[config.mk]
export PLATFORM = sky130hd
export DESIGN_NAME = aux_adc_control_regs
export DESIGN_NICKNAME = d
export VERILOG_FILES = /design/src/aux_adc_pkg.sv /design/src/frame_tick.sv /design/src/aux_adc_control_regs.sv
export VERILOG_INCLUDE_DIRS = /design/src /design/src/src
export SDC_FILE = /design/constraint.sdc
export NUM_CORES = 1
export LEC_CHECK = 0
export BUFFER_PORTS_ARGS = -buffer_cell sky130_fd_sc_hd__buf_2
export CORE_UTILIZATION = 25
export CTS_CLUSTER_SIZE = 30
export DETAILED_ROUTE_END_ITERATION = 8
export GPL_TIMING_DRIVEN = 0
export PLACE_DENSITY = 0.42
export REMOVE_ABC_BUFFERS = 1
export SYNTH_ARGS = -nofsm -noshare
export SYNTH_HDL_FRONTEND = slang
export SYNTH_SLANG_ARGS = --single-unit
[constraint.sdc]
create_clock -name aclk -period 2.7 [get_ports aclk]
set_clock_uncertainty 0.05 [all_clocks]
set_input_delay 0.405 -clock aclk [delete_from_list [all_inputs] [get_ports aclk]]
set_output_delay 0.405 -clock aclk [all_outputs]
set_load 0.02 [all_outputs]
[src/aux_adc_defs.svh]
`ifndef AUX_ADC_DEFS_SVH
`define AUX_ADC_DEFS_SVH

`define AUX_CTRL_ADDR 32'h4003_0010
`define FILT_CFG_ADDR 32'h4003_0018
`define IRQ_STATUS_ADDR 32'h4003_0020
`define IRQ_ENABLE_ADDR 32'h4003_0024
`define IRQ_CLEAR_ADDR 32'h4003_0028
`define CONV_STATUS_ADDR 32'h4003_002c
`define AUX_CTRL_RESET 32'h0000_0000
`define FILT_CFG_RESET 32'h0000_0007
`define AUX_CTRL_WMASK 32'h000b_33d0
`define AUX_EN_BIT 19
`define BUFBP_HI 17
`define BUFBP_LO 16
`define DIAG_HI 13
`define DIAG_LO 12
`define CODE_BIT 9
`define CHAN_HI 8
`define CHAN_LO 6
`define REF_BIT 4
`define SETTLE_CYCLES 64
`define FRAME_CYCLES 16
`define IRQ_BITS 3

`endif

[src/aux_adc_pkg.sv]
package aux_adc_pkg;
    typedef enum logic [1:0] {
        AUX_OFF = 2'b00,
        AUX_WAIT_SYNC = 2'b01,
        AUX_SETTLE = 2'b10,
        AUX_RUN = 2'b11
    } aux_state_t;
endpackage

[src/frame_tick.sv]
`timescale 1ns/1ps
`include "aux_adc_defs.svh"
module frame_tick #(
    parameter int PERIOD = `FRAME_CYCLES
) (
    input wire logic aclk,
    input wire logic aresetn,
    input wire logic restart,
    output logic tick
);
    localparam int W = $clog2(PERIOD);
    logic [W-1:0] cnt_reg;

    initial begin
        if (PERIOD < 2) $error("frame_tick period must be at least 2");
    end

    // restart realigns every converter to a fresh frame
    always_ff @(posedge aclk) begin
        if (!aresetn || restart) begin
            cnt_reg <= '0;
        end else if (cnt_reg == W'(PERIOD - 1)) begin
            cnt_reg <= '0;
        end else begin
            cnt_reg <= cnt_reg + 1'b1;
        end
    end

    assign tick = aresetn && !restart && (cnt_reg == W'(PERIOD - 1));
endmodule

[src/aux_adc_control_regs.sv]
`timescale 1ns/1ps
`include "aux_adc_defs.svh"
// Overview of operation
// RL1 - every write to aux control resets and restarts the aux converter
// RL2 - aux restart waits for the shared frame; current converter keeps running
// RL3 - no aux result valid until the full filter settling time passes
// RL4 - enable bit 19 runs aux; clearing powers down and clears both ready flags
// RL5 - software writes zero to reserved control bits
// RL6 - bits 17:16 select which input buffers are bypassed
// RL7 - both-buffers bypass is for hibernate only, software's duty
// RL8 - bits 13:12 steer the 50 uA diagnostic current
// RL9 - bit 9 selects bipolar or unipolar coding, unipolar clamps negatives
// RL10 - bits 8:6 pick one of eight converter input pairs
// RL11 - bit 4 picks internal 1.2 V or 1.8 V supply reference
// RL12 - aux control at its fixed address, resets to zero, aux disabled
// RL13 - filter config at its fixed address, resets to seven
// RL14 - a filter config write resets every converter
// RL15 - the write-triggered reset happens even when value is unchanged
module aux_adc_control_regs
    import aux_adc_pkg::*;
#(
    parameter int SETTLE = `SETTLE_CYCLES,
    parameter int FRAME = `FRAME_CYCLES
) (
    input wire logic aclk,
    input wire logic aresetn,
    input wire logic [31:0] s_axi_awaddr,
    input wire logic s_axi_awvalid,
    output logic s_axi_awready,
    input wire logic [31:0] s_axi_wdata,
    input wire logic [3:0] s_axi_wstrb,
    input wire logic s_axi_wvalid,
    output logic s_axi_wready,
    output logic [1:0] s_axi_bresp,
    output logic s_axi_bvalid,
    input wire logic s_axi_bready,
    input wire logic [31:0] s_axi_araddr,
    input wire logic s_axi_arvalid,
    output logic s_axi_arready,
    output logic [31:0] s_axi_rdata,
    output logic [1:0] s_axi_rresp,
    output logic s_axi_rvalid,
    input wire logic s_axi_rready,
    input wire logic aux_conversion_done,
    input wire logic [23:0] aux_raw_result,
    output logic aux_enable,
    output logic aux_converter_reset,
    output logic current_converter_reset,
    output logic [1:0] input_buffer_bypass,
    output logic [1:0] diag_current_select,
    output logic output_coding_select,
    output logic [2:0] input_channel_select,
    output logic reference_select,
    output logic [31:0] filter_config,
    output logic aux_result_ready_a,
    output logic aux_result_ready_b,
    output logic [23:0] aux_result,
    output logic irq
);
    localparam int SW = $clog2(SETTLE + 1);

    initial begin
        if (SETTLE < 1) $error("settle count must be at least 1");
    end

    function automatic logic [31:0] merge(input logic [31:0] old, input logic [31:0] nw,
                                          input logic [3:0] strb);
        logic [31:0] r;
        r = old;
        for (int i = 0; i < 4; i++) begin
            if (strb[i]) r[i*8 +: 8] = nw[i*8 +: 8];
        end
        return r;
    endfunction

    // write channel capture
    logic aw_held_reg, w_held_reg;
    logic [31:0] awaddr_reg, wdata_reg;
    logic [3:0] wstrb_reg;
    logic do_write;

    assign s_axi_awready = !aw_held_reg && !s_axi_bvalid;
    assign s_axi_wready = !w_held_reg && !s_axi_bvalid;
    assign do_write = aw_held_reg && w_held_reg && !s_axi_bvalid;

    always_ff @(posedge aclk) begin
        if (!aresetn) begin
            aw_held_reg <= 1'b0;
            awaddr_reg <= 32'h0000_0000;
        end else if (s_axi_awvalid && s_axi_awready) begin
            aw_held_reg <= 1'b1;
            awaddr_reg <= s_axi_awaddr;
        end else if (do_write) begin
            aw_held_reg <= 1'b0;
        end
    end

    always_ff @(posedge aclk) begin
        if (!aresetn) begin
            w_held_reg <= 1'b0;
            wdata_reg <= 32'h0000_0000;
            wstrb_reg <= 4'h0;
        end else if (s_axi_wvalid && s_axi_wready) begin
            w_held_reg <= 1'b1;
            wdata_reg <= s_axi_wdata;
            wstrb_reg <= s_axi_wstrb;
        end else if (do_write) begin
            w_held_reg <= 1'b0;
        end
    end

    logic wr_aux, wr_filt, wr_ien, wr_iclr, wr_ok;
    assign wr_aux = do_write && awaddr_reg == `AUX_CTRL_ADDR;
    assign wr_filt = do_write && awaddr_reg == `FILT_CFG_ADDR;
    assign wr_ien = do_write && awaddr_reg == `IRQ_ENABLE_ADDR;
    assign wr_iclr = do_write && awaddr_reg == `IRQ_CLEAR_ADDR;
    assign wr_ok = wr_aux || wr_filt || wr_ien || wr_iclr;

    always_ff @(posedge aclk) begin
        if (!aresetn) begin
            s_axi_bvalid <= 1'b0;
            s_axi_bresp <= 2'b00;
        end else if (do_write) begin
            s_axi_bvalid <= 1'b1;
            s_axi_bresp <= wr_ok ? 2'b00 : 2'b10;
        end else if (s_axi_bready) begin
            s_axi_bvalid <= 1'b0;
        end
    end

    // registers
    logic [31:0] aux_ctrl_reg, filt_reg;
    logic [`IRQ_BITS-1:0] ien_reg, ists_reg;
    logic [31:0] aux_ctrl_wr;
    logic en_new;

    // reserved bits held at zero
    assign aux_ctrl_wr = merge(aux_ctrl_reg, wdata_reg, wstrb_reg) & `AUX_CTRL_WMASK;

    always_ff @(posedge aclk) begin
        if (!aresetn) begin
            aux_ctrl_reg <= `AUX_CTRL_RESET; // RL12
        end else if (wr_aux) begin
            aux_ctrl_reg <= aux_ctrl_wr;
        end
    end

    always_ff @(posedge aclk) begin
        if (!aresetn) begin
            filt_reg <= `FILT_CFG_RESET; // RL13
        end else if (wr_filt) begin
            filt_reg <= merge(filt_reg, wdata_reg, wstrb_reg);
        end
    end

    always_ff @(posedge aclk) begin
        if (!aresetn) begin
            ien_reg <= '0;
        end else if (wr_ien) begin
            ien_reg <= wdata_reg[`IRQ_BITS-1:0];
        end
    end

    assign aux_enable = aux_ctrl_reg[`AUX_EN_BIT]; // RL4
    // enable as it stands after a write committing this cycle
    assign en_new = wr_aux ? aux_ctrl_wr[`AUX_EN_BIT] : aux_enable;
    assign input_buffer_bypass = aux_ctrl_reg[`BUFBP_HI:`BUFBP_LO]; // RL6
    assign diag_current_select = aux_ctrl_reg[`DIAG_HI:`DIAG_LO]; // RL8
    assign output_coding_select = aux_ctrl_reg[`CODE_BIT]; // RL9
    assign input_channel_select = aux_ctrl_reg[`CHAN_HI:`CHAN_LO]; // RL10
    assign reference_select = aux_ctrl_reg[`REF_BIT]; // RL11
    assign filter_config = filt_reg;

    // converter resets on every filter config write, aux also on every aux control write, regardless of value
    logic restart_all;
    assign restart_all = wr_filt; // RL14 RL15
    assign current_converter_reset = restart_all; // RL14
    assign aux_converter_reset = wr_aux || restart_all; // RL1 RL15

    logic frame_tick_w;
    frame_tick #(.PERIOD(FRAME)) u_frame (
        .aclk(aclk),
        .aresetn(aresetn),
        .restart(restart_all),
        .tick(frame_tick_w)
    );

    // aux sequencer
    aux_state_t state_reg, state_next;
    logic [SW-1:0] settle_reg;

    always_comb begin
        state_next = state_reg;
        unique case (state_reg)
            AUX_OFF: if (aux_enable) state_next = AUX_WAIT_SYNC;
            AUX_WAIT_SYNC: if (frame_tick_w) state_next = AUX_SETTLE; // RL2
            AUX_SETTLE: if (settle_reg == SW'(SETTLE - 1) && frame_tick_w) state_next = AUX_RUN;
            AUX_RUN: state_next = AUX_RUN;
        endcase
        if (aux_converter_reset) state_next = AUX_WAIT_SYNC; // RL1
        if (!en_new) state_next = AUX_OFF; // RL4
    end

    always_ff @(posedge aclk) begin
        if (!aresetn) begin
            state_reg <= AUX_OFF;
        end else begin
            state_reg <= state_next;
        end
    end

    always_ff @(posedge aclk) begin
        if (!aresetn || state_reg != AUX_SETTLE) begin
            settle_reg <= '0;
        end else if (frame_tick_w && settle_reg != SW'(SETTLE - 1)) begin
            settle_reg <= settle_reg + 1'b1; // RL3
        end
    end

    // results, gated by settling and unipolar clamp
    logic result_ev, rdy_clr;
    assign result_ev = state_reg == AUX_RUN && aux_conversion_done && !aux_converter_reset;
    assign rdy_clr = !aux_enable || aux_converter_reset;

    always_ff @(posedge aclk) begin
        if (!aresetn) begin
            aux_result <= 24'h00_0000;
        end else if (result_ev) begin
            aux_result <= (output_coding_select && aux_raw_result[23]) ? 24'h00_0000
                                                                       : aux_raw_result; // RL9
        end
    end

    always_ff @(posedge aclk) begin
        if (!aresetn || rdy_clr) begin
            aux_result_ready_a <= 1'b0; // RL4
            aux_result_ready_b <= 1'b0; // RL4
        end else if (result_ev) begin
            aux_result_ready_a <= 1'b1; // RL3
            aux_result_ready_b <= 1'b1;
        end
    end

    // interrupts: 0 result, 1 aux restart, 2 all restart; set wins over clear
    logic [`IRQ_BITS-1:0] ev;
    assign ev = {restart_all, aux_converter_reset, result_ev};
    always_ff @(posedge aclk) begin
        if (!aresetn) begin
            ists_reg <= '0;
        end else begin
            ists_reg <= (ists_reg & ~(wr_iclr ? wdata_reg[`IRQ_BITS-1:0] : '0)) | ev;
        end
    end
    assign irq = |(ists_reg & ien_reg);

    // read channel
    logic [31:0] rd_val;
    logic rd_ok;
    always_comb begin
        rd_val = 32'h0000_0000;
        rd_ok = 1'b1;
        unique case (s_axi_araddr)
            `AUX_CTRL_ADDR: rd_val = aux_ctrl_reg;
            `FILT_CFG_ADDR: rd_val = filt_reg;
            `IRQ_STATUS_ADDR: rd_val = {29'h0, ists_reg};
            `IRQ_ENABLE_ADDR: rd_val = {29'h0, ien_reg};
            `IRQ_CLEAR_ADDR: rd_val = 32'h0000_0000;
            `CONV_STATUS_ADDR: rd_val = {28'h0, aux_result_ready_b, aux_result_ready_a,
                                         state_reg};
            default: rd_ok = 1'b0;
        endcase
    end

    assign s_axi_arready = !s_axi_rvalid;
    always_ff @(posedge aclk) begin
        if (!aresetn) begin
            s_axi_rvalid <= 1'b0;
            s_axi_rdata <= 32'h0000_0000;
            s_axi_rresp <= 2'b00;
        end else if (s_axi_arvalid && s_axi_arready) begin
            s_axi_rvalid <= 1'b1;
            s_axi_rdata <= rd_val;
            s_axi_rresp <= rd_ok ? 2'b00 : 2'b10;
        end else if (s_axi_rready) begin
            s_axi_rvalid <= 1'b0;
        end
    end

    // checks
    property p_aux_restart;
        @(posedge aclk) disable iff (!aresetn)
        wr_aux && wdata_reg[`AUX_EN_BIT] |=> state_reg == AUX_WAIT_SYNC;
    endproperty
    a_aux_restart: assert property (p_aux_restart) else $error("aux not restarted"); // RL1

    property p_no_cur_reset;
        @(posedge aclk) disable iff (!aresetn)
        wr_aux && !wr_filt |-> !current_converter_reset;
    endproperty
    a_no_cur_reset: assert property (p_no_cur_reset) else $error("current reset"); // RL2

    property p_settle;
        @(posedge aclk) disable iff (!aresetn)
        $rose(aux_result_ready_a) |-> $past(state_reg) == AUX_RUN;
    endproperty
    a_settle: assert property (p_settle) else $error("early result"); // RL3

    property p_disable_clears;
        @(posedge aclk) disable iff (!aresetn)
        !aux_enable && !(wr_aux && wdata_reg[`AUX_EN_BIT])
            |=> !aux_result_ready_a && !aux_result_ready_b && state_reg == AUX_OFF;
    endproperty
    a_disable_clears: assert property (p_disable_clears) else $error("ready not cleared"); // RL4

    property p_fields;
        @(posedge aclk) disable iff (!aresetn)
        wr_aux && wstrb_reg == 4'hf |=> input_buffer_bypass == $past(wdata_reg[17:16])
            && diag_current_select == $past(wdata_reg[13:12])
            && input_channel_select == $past(wdata_reg[8:6]);
    endproperty
    a_fields: assert property (p_fields) else $error("field mismatch"); // RL6

    property p_unipolar;
        @(posedge aclk) disable iff (!aresetn)
        result_ev && output_coding_select && aux_raw_result[23] |=> aux_result == 24'h0;
    endproperty
    a_unipolar: assert property (p_unipolar) else $error("no clamp"); // RL9

    property p_filt_all;
        @(posedge aclk) disable iff (!aresetn)
        wr_filt |-> current_converter_reset && aux_converter_reset;
    endproperty
    a_filt_all: assert property (p_filt_all) else $error("filter write reset"); // RL14

    property p_reset_vals;
        @(posedge aclk) !aresetn |=> aux_ctrl_reg == 32'h0 && filt_reg == 32'h7 && !aux_enable;
    endproperty
    a_reset_vals: assert property (p_reset_vals) else $error("reset value"); // RL12

    c_restart: cover property (@(posedge aclk) disable iff (!aresetn) wr_aux ##[1:300] result_ev);
    c_filt: cover property (@(posedge aclk) disable iff (!aresetn) wr_filt);
    c_irq: cover property (@(posedge aclk) disable iff (!aresetn) $rose(irq));
endmodule

==> flow_summary.yaml <==
timing:
  tns_ns: 0
  whs_ns: 0.1166
  post-route-period-util_pct: 94.67
  finalSetupViolations: 0
  fmax_mhz: 391.2
  drv_slew: 0
  worst_pin_slew_ns: 1.218
  fin_crit_ns: 2.556
  slew_headroom_pct: 18.17
  finalHoldViolCount: 0
  rsz0062_at_grt: "false"
synthesis:
  synthArstFlopShare_pct: 0
  seq_area_frac_synth_pct: 50.40
  synth-edff-count: 0
  synthTopCellsByArea: "dfxtp_1 50%, nand2_1 12%, mux2i_1 7.0%"
  ys_ff_latch: 192
  synth_top_cell_area_share_pct: 50.40
  synthCells: 883
  synth_area_leader_cell: "dfxtp_1"
  synth-main-ff-cell: "dfxtp_1"
  ys_warn_count: 0
  yosysUniqueCellTypes: 55
  netlist_area_um2: 7626
  syn_area_per_cell_um2: 8.637
layout:
  multi_input_area_um2: 3526
  regArea_um2: 3844
  final_util_pct: 33.06
  fin_area_um2: 9849
  layout-drive-gt1-share_pct: 27.86
  layout.nets: 1223
  syn_to_final_growth_pct: 29.16
  num-fill-cells: 3250
worst_setup_path:
  worst-r2r-cell-count: 5
  end_kind: "output pin"
  crit_type: "flop to output pin"
  cp-start-kind: "flop"
  crit_arrival_ns: 2.10
  regToRegSetupSlack_ns: 0.26
  max_stage_delay_ns: 0.38
  cp_top_family: "simple AND/OR/NAND/NOR gates"
  cp_cell_sequence: "nor4_4 > and4_4 > nand3_4 > bufinv_16 > buf_2"
  r2r_start: "s_axi_rvalid$_SDFFE_PN0P_"
  crit_path_max_fanout: 18
  worst_path_max_delay_cell: "nor4_4"
  worst-path-buf-inv: 2
  crit_required_ns: 2.25
  r2r_end: "s_axi_rdata[29]$_SDFFE_PN0P_"
pwr:
  p_per_area_nw_per_um2: 619.7
  leakage_nw: 4.142
  vdd_drop_max_mv: 0.3763
die:
  num_rows: 63
  ios: 244
  dieArea_um2: 31210
  die_h_um: 176.7
  initial_core_util_pct: 25.59
  design.core.area_um2: 29800
  die_w_um: 176.7
grt:
  grt_max_degree: 101
  track_usage_pct: 15.32
  grt_overflow: 0
  antenna_found_initial: 3
  grt_pass1_wl_um: 36840
  grt_pass1_vias: 6468
clock_tree:
  clkTransAtPathRegs_ns: 0.08
  ctsRootBufferMaster: "clkbuf_16"
  cts_tree: "built"
  postCtsHoldBufs: 0
  insertion_delay_ns: 0.43
  clockBufferDepth: 2
  cts_sinks: 192
  cts.htree.levels: 4
  cts_made_buffers: 17
worst_hold_path:
  min_to: "s_axi_rvalid$_SDFFE_PN0P_"
  hold_path_class: "input pin to flop"
  min_from: "s_axi_rready"
  min_path_cells: 2
route:
  drt-wirelength-per-cell_um: 16.02
  routed_wl_um: 23920
  vias_per_cell: 4.572
  drtAntennaViolNets: 0
  vias: 6826
  firstDrtPassIters: 6
  drc_errors: 0
  drtIter0Drc: 328
job:
  max_cap_violations: 0
placement:
  dp.final_hpwl_um: 16150
  dpl_cell_area_um2: 9151
  port_buffers: 241
  place.gp.congestion: 0.7068
run_status:
  outcome: "complete, no violations"
timing repair:
action                                  CTS  global route
cloned                                    1             0
endpoints found under the setup margin   10             2
pin swaps                                 0             1
buffers inserted                          0             1
gates resized for setup                   9             2
cell usage after synthesis (2+ instances only):
library cell and number:
or4_1 3, a21oi_1 98, and2_1 3, nand3_1 35, nand3b_1 3, ha_1 2
mux2i_1 53, nand2_1 239, inv_1 9, o21ai_0 19, a22o_1 2, a2bb2oi_1 10
buf_1 2, and3_1 6, a31oi_1 2, buf_2 5, inv_2 2, nor3_1 9
a22oi_1 20, buf_4 3, and4_1 3, dfxtp_1 192, nand4_1 8, nor4b_1 4
buf_6 2, or3_1 5, a41oi_1 2, mux2_2 3, clkbuf_1 48, nand4_4 2
a211oi_1 3, a32o_1 4, nor4_4 6, nor4_1 7, a21boi_0 2, nor2_1 48
cells by family (layout without fill, tap and decap cells):
| family | after synthesis | count (layout) | share of synthesized area (%) |
|---|---|---|---|
| multiplexers | 56 | 56 | 7.399 |
| other | 1 | 3 | 0.04917 |
| adder cells (fa/ha/maj) | 2 | 2 | 0.3281 |
| buffers and inverters | 71 | 289 | 3.921 |
| flip-flops | 192 | 192 | 50.40 |
| AO/OA/AOI/OAI | 169 | 169 | 13.22 |
| XOR/XNOR | 2 | 2 | 0.2297 |
| AND/OR/NAND/NOR | 390 | 390 | 24.45 |
power by group:
part | internal [W] | switching (W)
logic | 0.000175 | 0.000284
clock network | 0.00136 | 0.00131
registers | 0.00291 | 0.0000683
layout by cell type (no fill, tap or decap), types with 7 or more instances in the layout:
master and instances:
a21oi_1 97, a22oi_1 20, a2bb2oi_1 10, buf_2 240
clkbuf_16 17, dfxtp_1 192, inv_1 9, mux2i_1 53
nand2_1 237, nand3_1 34, nand4_1 8, nor2_1 48
nor3_1 9, nor4_1 7, o21ai_0 19
how the worst max path moves through the flow:
stage | startpoint | to | cells past startpoint
after floorplan | aresetn | aux_result[0]$_SDFFE_PN0P_ | 4
final | awaddr_reg[23]$_SDFFE_PN0P_ | current_converter_reset | 5
after global placement | aresetn | aux_result[20]$_SDFFE_PN0P_ | 5
after global routing | awaddr_reg[15]$_SDFFE_PN0P_ | current_converter_reset | 5
after CTS | awaddr_reg[23]$_SDFFE_PN0P_ | current_converter_reset | 5
after detailed placement | awaddr_reg[5]$_SDFFE_PN0P_ | filter_config[24]$_SDFFE_PN0P_ | 6
layout make-up:
cell class,instances,share of cell area [%]
Clock buffer,17,4.319
Antenna cell,1,0.02541
Sequential cell,192,39.02
Clock inverter,15,2.071
Multi-Input combinational cell,621,35.80
Inverter,11,0.7368
Tap cell,390,4.954
Timing Repair Buffer,245,12.98
Timing Repair inverter,1,0.08892
metrics by stage:
step / setup slack [ns] / std cells / power (W)
CTS: 0.01187 / 1491 / 0.006213
global route: 0.03060 / 1492 / 0.006388
detailed placement: -0.2034 / 1458 / 0.003513
floorplan: 0.2126 / 824 / 0.003266
global placement: -2.961 / 1455 / 0.003503
finish: 0.1439 / 1493 / 0.006104
metal layers:
metal  global-route usage, %  part of all wire [%]  vias up
li1                        -                     -     3461
met1                   20.38                    47     3130
met2                   24.28                    45      216
met3                   4.338                   7.2       15
met4                   3.807                  0.79        4
met5                       0                  0.11        -
No activity file was read; power rests on OpenSTA's default activity.
